**src/hw/sls_defs.vh**
```
// Constants for the serial link block: register indices, bit positions,
// reset values and shift clock divider counts.
// Assumes a 32-bit classic Wishbone bus, one register per aligned word.
`ifndef SLS_DEFS_VH
`define SLS_DEFS_VH

// Register indices; byte address is four times the index
`define SLS_IDX_CTRL 10'h0f3
`define SLS_IDX_STAT 10'h0f4
`define SLS_IDX_DATA 10'h0f5
`define SLS_IDX_IEN 10'h0f6

// Control register bits
`define SLS_C_SEL_OUT_EN 7
`define SLS_C_EN 6
`define SLS_C_LSB 5
`define SLS_C_MASTER 4
`define SLS_C_CLOCK_POLARITY 3
`define SLS_C_CLOCK_PHASE 2
`define SLS_C_RATE_HI 1
`define SLS_C_RATE_LO 0

// Status register bits
`define SLS_S_DONE 7
`define SLS_S_COLL 6
`define SLS_S_OVF 5
`define SLS_S_FAULT 4
`define SLS_S_FAULT_DIS 3

// Interrupt enable register bits
`define SLS_I_GLOBAL 1
`define SLS_I_SERIAL 0

// Reset values
`define SLS_RST_BYTE 8'h00
`define SLS_RST_IEN 2'h0

// Half periods of the shift clock less one, in peripheral clocks (divide 16..128)
`define SLS_HALF_16 6'h07
`define SLS_HALF_32 6'h0f
`define SLS_HALF_64 6'h1f
`define SLS_HALF_128 6'h3f

// Sixteen shift clock edges per byte; index of the last one
`define SLS_LAST_EDGE 4'hf
`define SLS_BITS 4'h8

`endif

```
**src/hw/sls_serial_link.v**
```verilog
// Byte-wide serial link unit: status, data buffer, select pin and shifter.
// Assumes a classic Wishbone master and pins resolved outside from enables.
`timescale 1ns/1ns
`default_nettype none
`include "sls_defs.vh"
module sls_serial_link (
  // Clock and reset
  input wire clock,
  input wire sys_rst,
  // Wishbone slave
  input wire wb_cyc_i,
  input wire wb_stb_i,
  input wire wb_we_i,
  input wire [11:0] wb_adr_i,
  input wire [3:0] wb_sel_i,
  input wire [31:0] wb_dat_i,
  output wire [31:0] wb_dat_o,
  output wire wb_ack_o,
  // Shift clock pin
  input wire sclk_i,
  output wire sclk_o,
  output wire sclk_oe,
  // Master out, slave in
  input wire mosi_i,
  output wire mosi_o,
  output wire mosi_oe,
  // Master in, slave out
  input wire miso_i,
  output wire miso_o,
  output wire miso_oe,
  // Slave select pin, active low on the wire
  input wire ss_n_i,
  output wire ss_n_o,
  output wire ss_n_oe,
  // Select pin handed to general purpose port logic
  output wire ss_gpio_mode,
  // Interrupt request
  output wire irq
);
  // Register state
  reg [7:0] ctrl_q; // Control byte
  reg fault_det_dis_q; // Fault detect disable
  reg complete_flag_q; // Transfer complete
  reg collision_flag_q; // Write collision
  reg ovf_q; // Receive overrun
  reg mode_fault_q; // Mode fault
  reg [1:0] ien_q; // Global and serial interrupt enables
  reg [7:0] shreg_q; // Shift register
  reg [7:0] rxbuf_q; // Receive read buffer
  // Shifter state
  reg busy_q; // Byte in progress or slave selected
  reg [3:0] edge_q; // Shift clock edges done in this byte
  reg sin_q; // Bit sampled, waiting for shift edge
  reg lvl_q; // Master clock phase, zero at idle
  reg sclk_prev_q; // Previous slave clock level
  // Bus answer and pin registers
  reg ack_q;
  reg [7:0] rdat_q;
  reg sclk_o_q, sclk_oe_q, mosi_o_q, mosi_oe_q, miso_o_q, miso_oe_q;
  reg ss_o_q, ss_oe_q, gpio_q, irq_q;

  // Synchronised pin inputs
  wire sclk_s, mosi_s, miso_s, ss_n_s;
  sls_sync2 #(.WIDTH(4)) u_sync (
    .clock(clock),
    .sys_rst(sys_rst),
    .async_in({sclk_i, mosi_i, miso_i, ss_n_i}),
    .sync_out({sclk_s, mosi_s, miso_s, ss_n_s})
  );

  // Control fields
  wire en = ctrl_q[`SLS_C_EN];
  wire master_select = ctrl_q[`SLS_C_MASTER];
  wire clock_polarity = ctrl_q[`SLS_C_CLOCK_POLARITY];
  wire clock_phase = ctrl_q[`SLS_C_CLOCK_PHASE];
  wire lsb = ctrl_q[`SLS_C_LSB];
  wire sel_out_en = ctrl_q[`SLS_C_SEL_OUT_EN];
  wire [1:0] rate = {ctrl_q[`SLS_C_RATE_HI], ctrl_q[`SLS_C_RATE_LO]};

  // Master edge enable
  wire tick;
  sls_rate_div u_div (
    .clock(clock),
    .sys_rst(sys_rst),
    .run(busy_q & master_select & en),
    .rate(rate),
    .tick(tick)
  );

  // Register decode, used for each register
  function hit;
    input [9:0] idx;
    input [9:0] reg_idx;
    begin
      hit = (idx == reg_idx);
    end
  endfunction

  // Shift one bit in, direction set by bit order
  function [7:0] shf;
    input [7:0] sh;
    input b;
    input lsb_first;
    begin
      shf = lsb_first ? {b, sh[7:1]} : {sh[6:0], b};
    end
  endfunction

  // Shift in ones for every bit still owed on an aborted byte
  function [7:0] fill_ones;
    input [7:0] sh;
    input [3:0] left;
    input lsb_first;
    integer i;
    begin
      fill_ones = sh;
      for (i = 0; i < 8; i = i + 1) begin
        if (i < left) begin
          fill_ones = shf(fill_ones, 1'b1, lsb_first);
        end
      end
    end
  endfunction

  // Bus access: one request answered per ack, bus writes on the low byte
  wire acc = wb_cyc_i & wb_stb_i & ~ack_q;
  wire wr = acc & wb_we_i & wb_sel_i[0];
  wire [9:0] idx = wb_adr_i[11:2];
  wire wr_ctrl = wr & hit(idx, `SLS_IDX_CTRL);
  wire wr_stat = wr & hit(idx, `SLS_IDX_STAT);
  wire wr_data = wr & hit(idx, `SLS_IDX_DATA);
  wire wr_ien = wr & hit(idx, `SLS_IDX_IEN);
  wire [7:0] wd = wb_dat_i[7:0];

  // Mode fault: master, enabled, detection on, select pulled low
  wire mf_ev = en & master_select & ~fault_det_dis_q & ~ss_n_s;
  // Config change while enabled kills the byte in flight
  wire cfg_abort = wr_ctrl & en & (wd[5:0] != ctrl_q[5:0]);
  // Slave is selected only through the select pin
  wire slv_sel = en & ~master_select & ~ss_n_s;
  // Slave deselected part way through a byte
  wire slv_abort = ~master_select & busy_q & ss_n_s & (edge_q != 4'h0);

  // Edge events on the shift clock
  wire edge_ev = busy_q & en & (master_select ? tick : (slv_sel & (sclk_s != sclk_prev_q)));
  wire in_bit = master_select ? miso_s : mosi_s;
  wire samp = (edge_q[0] == clock_phase);
  wire last = (edge_q == `SLS_LAST_EDGE);
  wire done_ev = edge_ev & last;
  wire [7:0] done_byte = shf(shreg_q, samp ? in_bit : sin_q, lsb);
  wire out_bit = lsb ? shreg_q[0] : shreg_q[7];
  // Shifts completed so far, for the ones fill
  wire [3:0] shifts = clock_phase ? ((edge_q - 4'h1) >> 1) : (edge_q >> 1);

  // Flag events
  wire data_take = wr_data & ~complete_flag_q;
  wire write_collision_flag_ev = data_take & (busy_q | slv_sel);
  wire load_ev = data_take & ~busy_q & ~slv_sel;
  wire ovf_ev = done_ev & complete_flag_q;

  // Control register; mode fault overrides a same-cycle software write
  always @(posedge clock) begin
    if (sys_rst) begin
      ctrl_q <= `SLS_RST_BYTE;
    end else begin
      if (wr_ctrl) begin
        ctrl_q <= wd;
      end
      if (mf_ev) begin
        ctrl_q[`SLS_C_MASTER] <= 1'b0;
        ctrl_q[`SLS_C_EN] <= 1'b0;
      end
    end
  end

  // Status flags: set wins over a software clear written as zero
  always @(posedge clock) begin
    if (sys_rst) begin
      complete_flag_q <= 1'b0;
      collision_flag_q <= 1'b0;
      ovf_q <= 1'b0;
      mode_fault_q <= 1'b0;
      fault_det_dis_q <= 1'b0;
    end else begin
      // A byte finishing in the clearing cycle keeps the flag set
      complete_flag_q <= done_ev | (complete_flag_q & ~(wr_stat & ~wd[`SLS_S_DONE]));
      collision_flag_q <= write_collision_flag_ev | (collision_flag_q & ~(wr_stat & ~wd[`SLS_S_COLL]));
      ovf_q <= ovf_ev | (ovf_q & ~(wr_stat & ~wd[`SLS_S_OVF]));
      mode_fault_q <= mf_ev | (mode_fault_q & ~(wr_stat & ~wd[`SLS_S_FAULT]));
      if (wr_stat) begin
        fault_det_dis_q <= wd[`SLS_S_FAULT_DIS];
      end
    end
  end

  // Interrupt enables
  always @(posedge clock) begin
    if (sys_rst) begin
      ien_q <= `SLS_RST_IEN;
    end else if (wr_ien) begin
      ien_q <= {wd[`SLS_I_GLOBAL], wd[`SLS_I_SERIAL]};
    end
  end

  // Shifter: loads, edges, completion and aborts
  always @(posedge clock) begin
    if (sys_rst) begin
      shreg_q <= `SLS_RST_BYTE;
      rxbuf_q <= `SLS_RST_BYTE;
      busy_q <= 1'b0;
      edge_q <= 4'h0;
      sin_q <= 1'b0;
      lvl_q <= 1'b0;
      sclk_prev_q <= 1'b0;
    end else begin
      sclk_prev_q <= sclk_s;
      if (mf_ev || cfg_abort || !en) begin
        // Forced idle; data already shifted stays put
        busy_q <= 1'b0;
        edge_q <= 4'h0;
        lvl_q <= 1'b0;
      end else if (slv_abort) begin
        // Owed bits read as ones, no completion
        shreg_q <= fill_ones(shreg_q, `SLS_BITS - shifts, lsb);
        busy_q <= 1'b0;
        edge_q <= 4'h0;
      end else if (load_ev) begin
        // No holding buffer: straight into the shifter
        shreg_q <= wd;
        busy_q <= master_select;
        edge_q <= 4'h0;
        lvl_q <= 1'b0;
      end else if (!master_select && !busy_q) begin
        // Slave waits for select; byte boundary counted from here
        busy_q <= slv_sel;
        edge_q <= 4'h0;
      end else if (!master_select && !slv_sel) begin
        // Deselected at a byte boundary
        busy_q <= 1'b0;
        edge_q <= 4'h0;
      end else if (edge_ev) begin
        edge_q <= edge_q + 4'h1;
        lvl_q <= ~lvl_q;
        if (done_ev) begin
          // Full duplex byte done; receive buffer keeps the older byte on overrun
          shreg_q <= done_byte;
          if (!complete_flag_q) begin
            rxbuf_q <= done_byte;
          end
          busy_q <= ~master_select;
          edge_q <= 4'h0;
          lvl_q <= 1'b0;
        end else if (samp) begin
          sin_q <= in_bit;
        end else if (edge_q != 4'h0) begin
          // First edge with late sampling only presents the first bit
          shreg_q <= shf(shreg_q, sin_q, lsb);
        end
      end
    end
  end

  // Bus answer: ack one cycle after the request, dropped the next
  always @(posedge clock) begin
    if (sys_rst) begin
      ack_q <= 1'b0;
      rdat_q <= 8'h00;
    end else begin
      ack_q <= acc;
      if (hit(idx, `SLS_IDX_CTRL)) begin
        rdat_q <= ctrl_q;
      end else if (hit(idx, `SLS_IDX_STAT)) begin
        rdat_q <= {complete_flag_q, collision_flag_q, ovf_q, mode_fault_q, fault_det_dis_q, 3'h0};
      end else if (hit(idx, `SLS_IDX_DATA)) begin
        rdat_q <= rxbuf_q;
      end else if (hit(idx, `SLS_IDX_IEN)) begin
        rdat_q <= {6'h00, ien_q};
      end else begin
        // Unmapped words read zero
        rdat_q <= 8'h00;
      end
    end
  end

  // Pin drivers and interrupt, all registered
  always @(posedge clock) begin
    if (sys_rst) begin
      sclk_o_q <= 1'b0;
      sclk_oe_q <= 1'b0;
      mosi_o_q <= 1'b0;
      mosi_oe_q <= 1'b0;
      miso_o_q <= 1'b0;
      miso_oe_q <= 1'b0;
      ss_o_q <= 1'b1;
      ss_oe_q <= 1'b0;
      gpio_q <= 1'b1;
      irq_q <= 1'b0;
    end else begin
      // Master drives clock and data out
      sclk_o_q <= clock_polarity ^ lvl_q;
      sclk_oe_q <= en & master_select;
      mosi_o_q <= out_bit;
      mosi_oe_q <= en & master_select;
      // Slave drives its output only while selected
      miso_o_q <= out_bit;
      miso_oe_q <= slv_sel;
      // Automatic select low for the byte, high when idle
      ss_o_q <= ~busy_q;
      ss_oe_q <= en & master_select & fault_det_dis_q & sel_out_en;
      // Pin released to the port when unused by the unit
      gpio_q <= ~en | (master_select & fault_det_dis_q & ~sel_out_en);
      irq_q <= ien_q[`SLS_I_GLOBAL] & ien_q[`SLS_I_SERIAL] & (complete_flag_q | ovf_q | mode_fault_q);
    end
  end

  assign wb_ack_o = ack_q;
  assign wb_dat_o = {24'h000000, rdat_q};
  assign sclk_o = sclk_o_q;
  assign sclk_oe = sclk_oe_q;
  assign mosi_o = mosi_o_q;
  assign mosi_oe = mosi_oe_q;
  assign miso_o = miso_o_q;
  assign miso_oe = miso_oe_q;
  assign ss_n_o = ss_o_q;
  assign ss_n_oe = ss_oe_q;
  assign ss_gpio_mode = gpio_q;
  assign irq = irq_q;
endmodule
`default_nettype wire

```
**src/hw/sls_sync2.v**
```verilog
// Two-stage synchroniser for a group of pin inputs.
// Assumes the inputs are asynchronous to clock; only stage two is read.
`timescale 1ns/1ns
`default_nettype none
module sls_sync2 #(
  parameter WIDTH = 4
) (
  // Clock and reset
  input wire clock,
  input wire sys_rst,
  // Asynchronous inputs
  input wire [WIDTH-1:0] async_in,
  // Synchronised outputs
  output wire [WIDTH-1:0] sync_out
);
  reg [WIDTH-1:0] meta_q; // First stage, read by stage two only
  reg [WIDTH-1:0] sync_q; // Second stage

  // Chain of two flops; idle pins are high, so reset to ones
  always @(posedge clock) begin
    if (sys_rst) begin
      meta_q <= {WIDTH{1'b1}};
      sync_q <= {WIDTH{1'b1}};
    end else begin
      meta_q <= async_in;
      sync_q <= meta_q;
    end
  end

  assign sync_out = sync_q;
endmodule
`default_nettype wire

```
**src/hw/sls_rate_div.v**
```verilog
// Shift clock divider: one-cycle tick at each shift clock edge.
// Assumes run stays high for a whole byte; counter restarts when low.
`timescale 1ns/1ns
`default_nettype none
`include "sls_defs.vh"
module sls_rate_div (
  // Clock and reset
  input wire clock,
  input wire sys_rst,
  // Control
  input wire run,
  input wire [1:0] rate,
  // Edge enable
  output wire tick
);
  reg [5:0] cnt_q; // Cycles into current half period
  reg tick_q; // Registered edge pulse
  reg [5:0] half; // Terminal count for the selected rate

  // Two ticks per shift clock period
  always @* begin
    case (rate)
      2'h0: half = `SLS_HALF_16;
      2'h1: half = `SLS_HALF_32;
      2'h2: half = `SLS_HALF_64;
      default: half = `SLS_HALF_128;
    endcase
  end

  // Count half periods; restart so the first edge lands a half period in
  always @(posedge clock) begin
    if (sys_rst || !run) begin
      cnt_q <= 6'h00;
      tick_q <= 1'b0;
    end else if (cnt_q == half) begin
      cnt_q <= 6'h00;
      tick_q <= 1'b1;
    end else begin
      cnt_q <= cnt_q + 6'h01;
      tick_q <= 1'b0;
    end
  end

  assign tick = tick_q;
endmodule
`default_nettype wire

```
**config.mk**
```make
export PLATFORM = sky130hd
export DESIGN_NAME = sls_serial_link
export DESIGN_NICKNAME = d
export VERILOG_FILES = /design/src/hw/sls_serial_link.v /design/src/hw/sls_sync2.v /design/src/hw/sls_rate_div.v
export VERILOG_INCLUDE_DIRS = /design/src /design/src/hw
export SDC_FILE = /design/constraint.sdc
export NUM_CORES = 1
export LEC_CHECK = 0
export BUFFER_PORTS_ARGS = -buffer_cell sky130_fd_sc_hd__buf_2
export CORE_MARGIN = 5
export CORE_UTILIZATION = 40
export CTS_BUF_LIST = sky130_fd_sc_hd__clkbuf_8 sky130_fd_sc_hd__clkbuf_16
export DETAILED_ROUTE_END_ITERATION = 16
export GPL_ROUTABILITY_DRIVEN = 0
export PLACE_DENSITY = 0.59
export SKIP_LAST_GASP = 1
export SYNTH_ARGS = -nofsm -noshare
export SYNTH_HDL_FRONTEND = slang
export SYNTH_SLANG_ARGS = --single-unit
```
**constraint.sdc**
```tcl
create_clock -name clock -period 5.6 [get_ports clock]
set_input_delay 1.12 -clock clock [delete_from_list [all_inputs] [get_ports clock]]
set_output_delay 1.12 -clock clock [all_outputs]
set_load 0.01 [all_outputs]
```
# Word level (Yosys, flattened, before mapping)
# Index checks and enable logic that the tools add are counted.
[word_totals] regBits=71 latch_bits=0 ram_bits=0 mem_bits_ro=0 in_bits=57 output_inout_bits=43 wordCells=211 n_memories=0
[classes] addsub=4 mul=0 n_div=0 n_lt_le_gt_ge=8 eq_ne=16 shifts=0 muxes=51 n_bitwise=76 reduce_logical=27
[ops] op="$mux W8" count=32
[ops] op="$and A1 B1 Y1" count=43
[ops] op="$eq A10 B8 Y1 const B" count=4
[ops] op="$not A1 Y1" count=24
[ops] op="$pmux W6 S3" count=1
[ops] op="$lt A3 B4 Y1 const A" count=4
[ops] op="$reduce_bool A4 Y1" count=4
[ops] op="$mux W1" count=15
[ops] op="$lt A1 B4 Y1 const A" count=2
[ops] op="$lt A2 B4 Y1 const A" count=2
[ops] op="$or A1 B1 Y1" count=8
[ops] op="$reduce_and A8 Y1" count=1
[ops] op="$reduce_and A7 Y1" count=1
[ops] op="$add A6 B1 Y6 const B" count=1
[ops] op="$eq A6 B6 Y1" count=1
[ops] op="$ne A3 B3 Y1 const B" count=2
[ops] op="$ne A6 B6 Y1" count=1
[ops] op="$reduce_and A6 Y1" count=1
[ops] op="$reduce_or A2 Y1" count=3
[ops] op="$reduce_or A6 Y1" count=1
[ops] op="$logic_not A1 Y1" count=5
[ops] op="$add A4 B1 Y4 const B" count=1
[ops] op="$eq A4 B4 Y1 const B" count=1
[ops] op="$mux W4" count=1
[ops] op="19 further kinds" count=23

# Longest topological paths before layout
# Gate-level depths: netlist of run 1.
[depth] ltp_word=23 ltp_mapped=17 depth_no_buf=15

# Cells and area by module
# Synthesis of run 1 repeated with hierarchy kept, for this count alone.
[hier_totals] cells_unflattened=642 hier_area_um2=5076.1
[by_module_without_submodules] mod="sls_serial_link" instances=1 cells_each=593 area_each_um2=4553.1 seq_area_each_um2=1121.1
[by_module_without_submodules] mod="sls_rate_div" instances=1 cells_each=33 area_each_um2=312.8 seq_area_each_um2=140.1
[by_module_without_submodules] mod="sls_sync2" instances=1 cells_each=16 area_each_um2=210.2 seq_area_each_um2=160.2

# Worst setup path before layout of run 1
# Ideal clock, no wire load.
[synth_path] kind="input -> register" from="input port wb_adr_i[11]" to="register shreg_q[7]" setup_ps=112 t_arrival_ps=3345 t_required_ps=5488 path_slack_ps=2142 stages=9 path_buffers=1 path_cell_list="nor4b_1 nand2_1 nor3_2 nand2_1 o211ai_1 o21bai_1 buf_2 nor3_1 a2111oi_1"
[synth_via] elab_chain_len=8 word_cells_on_any_way=20 classes_between="eq/ne: 5; mux: 2; bitwise: 8; reduce/logical: 5"
[synth_rtl] item="start, declared" line="sls_serial_link.v:14" rtl="input wire [11:0] wb_adr_i,"
[synth_rtl] item="parallel branches: the longest is 8 deep, another holds $eq A10 B8 Y1"
[synth_rtl] item="end signal, assigned" line="sls_serial_link.v:208" rtl="shreg_q <= `SLS_RST_BYTE;"
[synth_rtl] item="end signal, assigned" line="sls_serial_link.v:224" rtl="shreg_q <= fill_ones(shreg_q, `SLS_BITS - shifts, lsb);"
[synth_rtl] item="end signal, assigned" line="sls_serial_link.v:229" rtl="shreg_q <= wd;"
[synth_rtl] item="end, declared" line="sls_serial_link.v:48" rtl="reg [7:0] shreg_q;"
# Parallel ways; which one is timed is not known.
# A chain may end at the register's enable or synchronous reset.

# Final worst setup path of run 1
[layout_path] from="register edge_q[0]" to="register shreg_q[1]"
[layout_via] elab_chain_len=23 word_cells_on_any_way=46 classes_between="add/sub: 2; order compare: 8; eq/ne: 5; mux: 25; bitwise: 2; reduce/logical: 4"
[layout_rtl] item="start, declared" line="sls_serial_link.v:52" rtl="reg [3:0] edge_q;"
[layout_rtl] item="start signal, assigned" line="sls_serial_link.v:242" rtl="edge_q <= edge_q + 4'h1;"
[layout_rtl] item="$sub A4 B1 Y4" line="sls_serial_link.v:153" rtl="wire [3:0] shifts = clock_phase ? ((edge_q - 4'h1) >> 1) : (edge_q >> 1);"
[layout_rtl] item="$mux W3" line="sls_serial_link.v:153"
[layout_rtl] item="$sub A4 B3 Y4 (no line)"
[layout_rtl] item="$lt A1 B4 Y1" line="sls_serial_link.v:118" rtl="if (i < left) begin"
[layout_rtl] item="$mux W8" line="sls_serial_link.v:118"
[layout_rtl] item="$mux W8" line="sls_serial_link.v:105" rtl="shf = lsb_first ? {b, sh[7:1]} : {sh[6:0], b};"
[layout_rtl] item="$mux W8" line="sls_serial_link.v:118"
[layout_rtl] item="$mux W8" line="sls_serial_link.v:105"
[layout_rtl] item="[7 not listed]"
[layout_rtl] item="$mux W8" line="sls_serial_link.v:118"
[layout_rtl] item="$mux W8" line="sls_serial_link.v:105"
[layout_rtl] item="$mux W8" line="sls_serial_link.v:118"
[layout_rtl] item="$mux W8" line="sls_serial_link.v:105"
[layout_rtl] item="$mux W8" line="sls_serial_link.v:118"
[layout_rtl] item="$mux W8" line="sls_serial_link.v:105"
[layout_rtl] item="$mux W8" line="sls_serial_link.v:118"
[layout_rtl] item="$mux W8" line="sls_serial_link.v:222" rtl="end else if (slv_abort) begin"
[layout_rtl] item="end signal, assigned" line="sls_serial_link.v:224"
[layout_rtl] item="end signal, assigned" line="sls_serial_link.v:229"
[layout_rtl] item="end signal, assigned" line="sls_serial_link.v:246" rtl="shreg_q <= done_byte;"
# Several ways; a longest one is shown, not always the timed one. The select of a mux whose other input is x is not followed.

==> results of run 1 <==
[sequential cells by signal, summed over array words and instances (netlist names), 2 cells and up]
signal	count
rdat_q	8
ien_q	2
u_div.cnt_q	6
ctrl_q	8
shreg_q	8
u_sync.sync_out	4
edge_q	4
u_sync.meta_q	4
rxbuf_q	8
[cell usage after synthesis, drive strengths merged, types with 3 or more instances]
library cell	n
nor4	5
ha	5
o221ai	4
nor2b	8
and2	3
inv	10
clkbuf	19
o21bai	4
nand2b	5
nor2	64
xor2	8
o21ai	42
a222oi	5
nand4	4
buf	44
or4	3
nor3	17
o22ai	3
dfxtp	71
nor3b	3
nand3	31
a31oi	7
o2111ai	4
a21boi	6
a21oi	46
a2111oi	3
o311ai	3
o211ai	8
a211oi	22
mux2	6
or2	10
and3	5
mux2i	20
or3	6
a22oi	3
o31ai	3
nand3b	5
xnor2	9
nand2	65
[layer usage]
layer  GRT usage (%)  routed length [microns]  up-vias
met5               0                        0        -
met4            5.60                      351        0
met3            3.73                     1010       28
met2            30.6                     6580      206
met1            28.2                     6640     2255
li1                -                        -     2310
[worst max-delay path, stage by stage (launching register included)]
cell and delay, ns:
sky130_fd_sc_hd__dfxtp_1 0.56, sky130_fd_sc_hd__inv_1 0.15, sky130_fd_sc_hd__ha_1 0.33, sky130_fd_sc_hd__nand2_1 0.06, sky130_fd_sc_hd__o21ai_1 0.23, sky130_fd_sc_hd__ha_1 0.67, sky130_fd_sc_hd__inv_1 0.28, sky130_fd_sc_hd__o21ai_1 0.40
sky130_fd_sc_hd__nor2_1 0.21, sky130_fd_sc_hd__a311o_1 0.40, sky130_fd_sc_hd__a32oi_1 0.29, sky130_fd_sc_hd__o21ai_1 0.13, sky130_fd_sc_hd__nor3_1 0.23, sky130_fd_sc_hd__o221ai_1 0.22, sky130_fd_sc_hd__a221oi_2 0.28
[final timing paths]
path,to,cells past startpoint
min reg2reg,u_sync.sync_out[0]$_SDFF_PP1_,1
max,shreg_q[1]$_SDFFE_PP0P_,14
max reg2reg,shreg_q[1]$_SDFFE_PP0P_,14
min,u_sync.sync_out[0]$_SDFF_PP1_,1
[logic make-up (layout without fill, tap and decap cells)]
logic type,Yosys count,after routing,share of synthesized area (%)
AND/OR/NAND/NOR,242,242,25.0
buffers and inverters,73,76,8.20
other,1,24,0.0758
AO/OA/AOI/OAI,189,189,27.3
adder cells (fa/ha/maj),5,5,1.27
XOR/XNOR,19,19,3.97
flip-flops,71,71,28.7
multiplexers,26,26,5.41
[power groups by stage]
stage	Clock [mW]	Sequential, mW	Combinational [mW]
floorplan	0	0.521	0.0342
global placement	0	0.521	0.0405
detailed placement	0	0.521	0.0409
CTS	0.652	0.510	0.0410
global route	0.675	0.510	0.0453
finish	0.639	0.510	0.0415
[metrics by stage]
step	cell area (sq um)	worst slack [ns]	util, %	instances
floorplan	5030	2.14	-	649
finish	5480	1.07	45.4	820
global placement	5140	1.32	42.6	805
CTS	5480	1.25	45.4	820
detailed placement	5140	1.28	42.6	805
global route	5480	0.821	45.4	820
[final cells by class]
type / count / area, sq um
Clock buffer: 9 / 225
Tap cell: 168 / 210
Fill cell: 1215 / 6580
Sequential cell: 71 / 1420
Clock inverter: 6 / 110
Timing Repair Buffer: 51 / 268
Inverter: 10 / 37.5
Multi-Input combinational cell: 505 / 3200
[placed cells by master (no fill, tap or decap), types with 15 or more instances in the layout]
master                     instances
sky130_fd_sc_hd__nor3_1           15
sky130_fd_sc_hd__a211oi_1         20
sky130_fd_sc_hd__conb_1           24
sky130_fd_sc_hd__nand2_1          65
sky130_fd_sc_hd__o21ai_0          33
sky130_fd_sc_hd__dfxtp_1          70
sky130_fd_sc_hd__nand3_1          31
sky130_fd_sc_hd__nor2_1           63
sky130_fd_sc_hd__a21oi_1          45
sky130_fd_sc_hd__mux2i_1          20
sky130_fd_sc_hd__buf_2            46
==> results.py, run 1 <==
metrics = {
    "hold_path": {
        "min-delay-start": "u_sync.meta_q[0]$_SDFF_PP1_",
        "min-delay-path-class": "reg2reg",
    },
    "die": {
        "num_rows": 40,
        "die_area_sq_um": 14700,
        "initial_core_util_pct": 41.0,
        "chipHeight_microns": 121,
        "top_level_ports": 100,
        "die_w_microns": 121,
        "core_sq_um": 12100,
    },
    "placed_design": {
        "place.port_buffers": 46,
        "dpl.hpwl_microns": 10800,
    },
    "logic_synthesis": {
        "post-synth-top-area-cell": "sky130_fd_sc_hd__dfxtp_1",
        "synth_sequential_area_ratio_pct": 28.7,
        "yosys_most_used_dff": "sky130_fd_sc_hd__dfxtp_1",
        "post_synthesis_cells": 626,
        "netlist-cell-type-count": 91,
        "synth_top_area_share_pct": 28.7,
        "synth-seq-cells": 71,
        "synth_edf_count": 0,
        "async_reset_ff_share_pct": 0,
        "yosysWarningCount": 0,
        "postSynthAreaPerCell_sq_um": 7.90,
        "post_synth_instance_area_sq_um": 4940,
        "yosys-top-cells-area": "sky130_fd_sc_hd__dfxtp_1 (29%), sky130_fd_sc_hd__nand2_1 (4.9%), sky130_fd_sc_hd__nor2_1 (4.8%)",
    },
    "route": {
        "routed_via_density": 5.85,
        "post_drt_wl_per_cell_microns": 17.8,
        "route.detailed.drc": 0,
        "route.vias.total": 4799,
        "finalWirelength_microns": 14600,
        "drt_first_pass_iters": 8,
        "final_antenna_net_count": 0,
        "drt_first_iter_violations": 569,
    },
    "power": {
        "peakVddDrop_uv": 149,
        "power_leakage_nw": 1.97,
        "sw_frac_of_total_pct": 19.9,
        "intPower_mw": 0.954,
        "report.power.total_mw": 1.19,
        "netSwitchingPower_mw": 0.237,
        "power_density_nw_per_um2": 217,
        "clock_power_share_pct": 53.7,
        "combinationalPowerShare_pct": 3.5,
        "relative_contribution_of_sequential_cells_to_total_power_pct": 42.8,
    },
    "critical_path": {
        "reg2reg_from": "edge_q[0]$_SDFFE_PP0P_",
        "path_max_fanout": 14,
        "regToRegSetupSlack_ns": 1.07,
        "worst_setup_path_startpoint": "edge_q[0]$_SDFFE_PP0P_",
        "timing_worst_setup_path_type": "reg2reg",
        "timing.critical_path.arrival_ns": 4.77,
        "wp_data_required_ns": 5.84,
        "timing.critical_path.from_type": "register",
        "end_kind": "register",
    },
    "job": {
        "max_cap_violations": 0,
    },
    "timing": {
        "final-max-slew-violation-count": 0,
        "hold_ws_ns": 0.405,
        "grt_setup_unrepaired": "no",
        "max_slew.worst_pin.slew_ns": 1.09,
        "final.min_clock_period_ns": 4.53,
        "fmaxAchievable_ghz": 0.221,
        "fin_setup_tns_ns": 0,
        "final_hold_viol_count": 0,
        "relSlewSlack_pct": 27.2,
        "report.final.setup_viol": 0,
        "timing.clock.skew_ns": 0.00699,
        "finalCritPeriodShare_pct": 80.8,
    },
    "final_layout": {
        "final_net_count": 710,
        "inserted_diodes": 0,
        "final_layout_size_suffix_gt1_share_pct": 16.9,
        "layout-area-overhead-vs-synth_pct": 10.8,
    },
    "clock_tree": {
        "cts.hold.buffers_added": 0,
        "cts_root_buf": "sky130_fd_sc_hd__clkbuf_16",
        "clk-insertion-delay-late_ns": 0.33,
        "post_cts_resize_count": 0,
        "clock_tree.htree_level_count": 3,
        "number_of_buffers_created_by_cts": 9,
        "postCtsSetupRepairBufs": 0,
        "cts_buffer_depth": 2,
        "cts_tree": "yes",
        "cts_sinks": 71,
        "path_clk_slew_ns": 0.06,
    },
    "global_routing": {
        "first_global_vias": 4326,
        "antenna_found_initial": 0,
        "pin_count_of_the_biggest_net_entering_global_routing": 57,
        "total_grt_overflow": 0,
        "grt_pass1_wl_microns": 23400,
        "grt_usage_pct": 19.8,
    },
    "outcome": {
        "outcome": "finished clean",
    },
}
Note: power is estimated with default switching activity, not from simulation.
==> run 2: changes to the inputs <==
--- a/config.mk
+++ b/config.mk
@@ -6,13 +6,14 @@
 export SDC_FILE = /design/constraint.sdc
 export NUM_CORES = 1
 export LEC_CHECK = 0
+export ABC_AREA = 1
 export BUFFER_PORTS_ARGS = -buffer_cell sky130_fd_sc_hd__buf_2
 export CORE_MARGIN = 5
 export CORE_UTILIZATION = 40
 export CTS_BUF_LIST = sky130_fd_sc_hd__clkbuf_8 sky130_fd_sc_hd__clkbuf_16
 export DETAILED_ROUTE_END_ITERATION = 16
 export GPL_ROUTABILITY_DRIVEN = 0
-export PLACE_DENSITY = 0.59
+export PLACE_DENSITY = 0.62
 export SKIP_LAST_GASP = 1
 export SYNTH_ARGS = -nofsm -noshare
 export SYNTH_HDL_FRONTEND = slang
==> constraint.sdc (replaced) <==
create_clock -name clock -period 3.7 [get_ports clock]
set_input_delay 0.74 -clock clock [delete_from_list [all_inputs] [get_ports clock]]
set_output_delay 0.74 -clock clock [all_outputs]
set_load 0.01 [all_outputs]
==> results.py, run 2 <==
metrics = {
    "global_routing": {
        "grt_pass1_wl_microns": 20500,
        "pin_count_of_the_biggest_net_entering_global_routing": 43,
        "total_grt_overflow": 0,
        "antenna_found_initial": 0,
        "first_global_vias": 4295,
        "grt_usage_pct": 17.4,
    },
    "placed_design": {
        "dp_cells": 880,
        "place.port_buffers": 46,
        "dpl.hpwl_microns": 9450,
    },
    "logic_synthesis": {
        "synth-simple-area-share_pct": 36.0,
        "synth_common_cells": "sky130_fd_sc_hd__nand2_1 (130), sky130_fd_sc_hd__nand3_1 (73), sky130_fd_sc_hd__dfxtp_1 (71), sky130_fd_sc_hd__inv_1 (67), sky130_fd_sc_hd__nor2_1 (64)",
        "post_synthesis_cells": 704,
        "synthMostInstantiatedCell": "sky130_fd_sc_hd__nand2_1",
        "yosys_most_used_dff": "sky130_fd_sc_hd__dfxtp_1",
        "synth_top_area_share_pct": 30.3,
        "synth-seq-cells": 71,
        "netlist-cell-type-count": 49,
        "yosys-top-cells-area": "sky130_fd_sc_hd__dfxtp_1 (30%), sky130_fd_sc_hd__nand2_1 (10%), sky130_fd_sc_hd__nand3_1 (7.8%)",
        "adder_cell_fraction_of_synth_area_pct": 1.34,
        "synth_compound_area_share_pct": 18.2,
        "post_synth_instance_area_sq_um": 4680,
        "post_synth_xor_area_fraction_pct": 0.935,
        "synth_top_family_by_area": "simple AND/OR/NAND/NOR gates",
        "synth.mux.area_fraction_pct": 0,
        "post-synth-top-area-cell": "sky130_fd_sc_hd__dfxtp_1",
        "async_reset_ff_share_pct": 0,
        "synth_edf_count": 0,
        "synth_sequential_area_ratio_pct": 30.3,
        "postSynthAreaPerCell_sq_um": 6.65,
        "yosysWarningCount": 0,
    },
    "final_layout": {
        "most_frequent_cells_in_the_layout": "sky130_fd_sc_hd__nand2_1 (130), sky130_fd_sc_hd__nand3_1 (73), sky130_fd_sc_hd__dfxtp_1 (70)",
        "inserted_diodes": 0,
        "final_net_count": 811,
        "fill_cells": 1173,
        "layout.cells.most_common": "sky130_fd_sc_hd__nand2_1",
        "layout-area-overhead-vs-synth_pct": 13.0,
        "finish.cell_count_without_fillers": 897,
        "final_layout_size_suffix_gt1_share_pct": 18.6,
    },
    "timing": {
        "final_hold_viol_count": 0,
        "max_slew.worst_pin.slew_ns": 0.616,
        "finalCritPeriodShare_pct": 89.6,
        "fmaxAchievable_ghz": 0.302,
        "timing.clock.skew_ns": 0.00730,
        "grt_setup_unrepaired": "no",
        "report.final.setup_viol": 0,
        "final-max-slew-violation-count": 0,
        "final.min_clock_period_ns": 3.32,
        "relSlewSlack_pct": 58.5,
        "fin_setup_tns_ns": 0,
    },
    "clock_tree": {
        "clock_tree.htree_level_count": 3,
        "cts_tree": "yes",
        "cts_sinks": 71,
        "clk-insertion-delay-late_ns": 0.34,
        "path_clk_slew_ns": 0.06,
        "number_of_buffers_created_by_cts": 9,
        "cts_root_buf": "sky130_fd_sc_hd__clkbuf_16",
        "cts.hold.buffers_added": 0,
        "cts_buffer_depth": 2,
    },
    "power": {
        "peakVddDrop_uv": 317,
        "power_leakage_nw": 2.26,
        "combinationalPowerShare_pct": 3.4,
        "power_density_nw_per_um2": 334,
        "relative_contribution_of_sequential_cells_to_total_power_pct": 43.6,
        "netSwitchingPower_mw": 0.387,
        "sw_frac_of_total_pct": 21.9,
        "clock_power_share_pct": 53.0,
        "intPower_mw": 1.38,
    },
    "critical_path": {
        "critPathBufInv": 4,
        "timing.critical_path.arrival_ns": 3.54,
        "wp_data_required_ns": 3.92,
        "timing.critical_path.from_type": "register",
        "path_max_fanout": 12,
        "regToRegSetupSlack_ns": 0.38,
        "cpLargestDelayFamily": "simple AND/OR/NAND/NOR gates",
        "timing_worst_setup_path_type": "reg2reg",
        "critical_path.most_common_cell": "sky130_fd_sc_hd__nand2_1",
        "crit_path_max_incr_delay_ns": 0.38,
        "end_kind": "register",
        "worst_path_max_delay_cell": "sky130_fd_sc_hd__dfxtp_2",
    },
    "die": {
        "die_area_sq_um": 14000,
        "num_rows": 39,
        "die_w_microns": 118,
        "top_level_ports": 100,
        "initial_core_util_pct": 40.8,
        "chipHeight_microns": 118,
        "core_sq_um": 11500,
    },
    "route": {
        "routed_via_density": 5.27,
        "finalWirelength_microns": 12300,
        "route.detailed.drc": 0,
        "drt_first_pass_iters": 7,
        "final_antenna_net_count": 0,
        "drt_first_iter_violations": 270,
        "post_drt_wl_per_cell_microns": 13.7,
        "route.vias.total": 4725,
    },
    "job": {
        "max_cap_violations": 0,
    },
    "hold_path": {
        "min-delay-path-class": "reg2reg",
    },
    "outcome": {
        "outcome": "finished clean",
    },
}
run 2: logic make-up (layout without fill, tap and decap cells):
family | count (synthesis) | count (layout)
xor gates and xnor gates | 5 | 5
DFF | 71 | 71
adders and majority gates | 5 | 5
buffers and inverters | 129 | 156
AOI/OAI and AO/OA | 146 | 146
other | 1 | 24
and+or+nand+nor | 347 | 347
run 2: final cells by class:
type | count | area [sq um] | area share, %
timing repair buffer | 57 | 313 | 5.91
clock inverter | 7 | 96.3 | 1.82
multi-input combinational | 527 | 2740 | 51.8
sequential | 71 | 1420 | 26.9
inverter | 83 | 314 | 5.93
clock buffer | 9 | 225 | 4.26
tap | 143 | 179 | 3.38
run 2: timing repair:
action                     in CTS  in global routing
hold endpoints to repair        0                  0
gates resized for setup         0                  3
setup endpoints to repair       0                  7
buffers inserted                0                  1
run 2: layer usage:
metal | GRT usage (%) | share of wire, %
met1 | 23.4 | 46
met2 | 28.6 | 47
met3 | 3.77 | 6.4
met4 | 4.16 | 0.92
met5 | 0 | 0
run 2: path summary, 6_finish.rpt:
check	from	endpoint	depth (start not counted)
worst max-delay path	edge_q[1]$_SDFFE_PP0P_	shreg_q[4]$_SDFFE_PP0P_	28
worst min-delay path	u_sync.meta_q[2]$_SDFF_PP1_	u_sync.sync_out[2]$_SDFF_PP1_	1
worst max register to register	edge_q[1]$_SDFFE_PP0P_	shreg_q[4]$_SDFFE_PP0P_	28
worst min register to register	u_sync.meta_q[2]$_SDFF_PP1_	u_sync.sync_out[2]$_SDFF_PP1_	1
run 2: worst reg2reg max path, delay by kind of cell, from the launching register on:
| family | cells | cell delay (ns) |
|---|---|---|
| flops | 1 | 0.38 |
| buf+inv | 4 | 0.38 |
| simple gates | 21 | 1.99 |
| compound gates | 1 | 0.06 |
| fa+ha+maj | 2 | 0.43 |
run 2: power groups by stage:
stage	Sequential (mW)	Combinational, mW	Clock (mW)
final	0.771	0.0598	0.937
after global routing	0.772	0.0668	0.989
after CTS	0.771	0.0593	0.950
after detailed placement	0.788	0.0592	0
after global placement	0.788	0.0579	0
after floorplan	0.788	0.0520	0
run 2: stage by stage:
step / hold WS, ns / util (%) / area (sq um) / power (mW) / worst slack (ns)
floorplan: 0.389 / - / 4770 / 0.840 / 0.677
global placement: 0.391 / 43.2 / 4950 / 0.846 / 0.372
detailed placement: 0.394 / 43.2 / 4950 / 0.848 / 0.267
CTS: 0.407 / 46.0 / 5280 / 1.78 / 0.243
global route: 0.422 / 46.2 / 5290 / 1.83 / 0.0229
finish: 0.407 / 46.2 / 5290 / 1.77 / 0.385
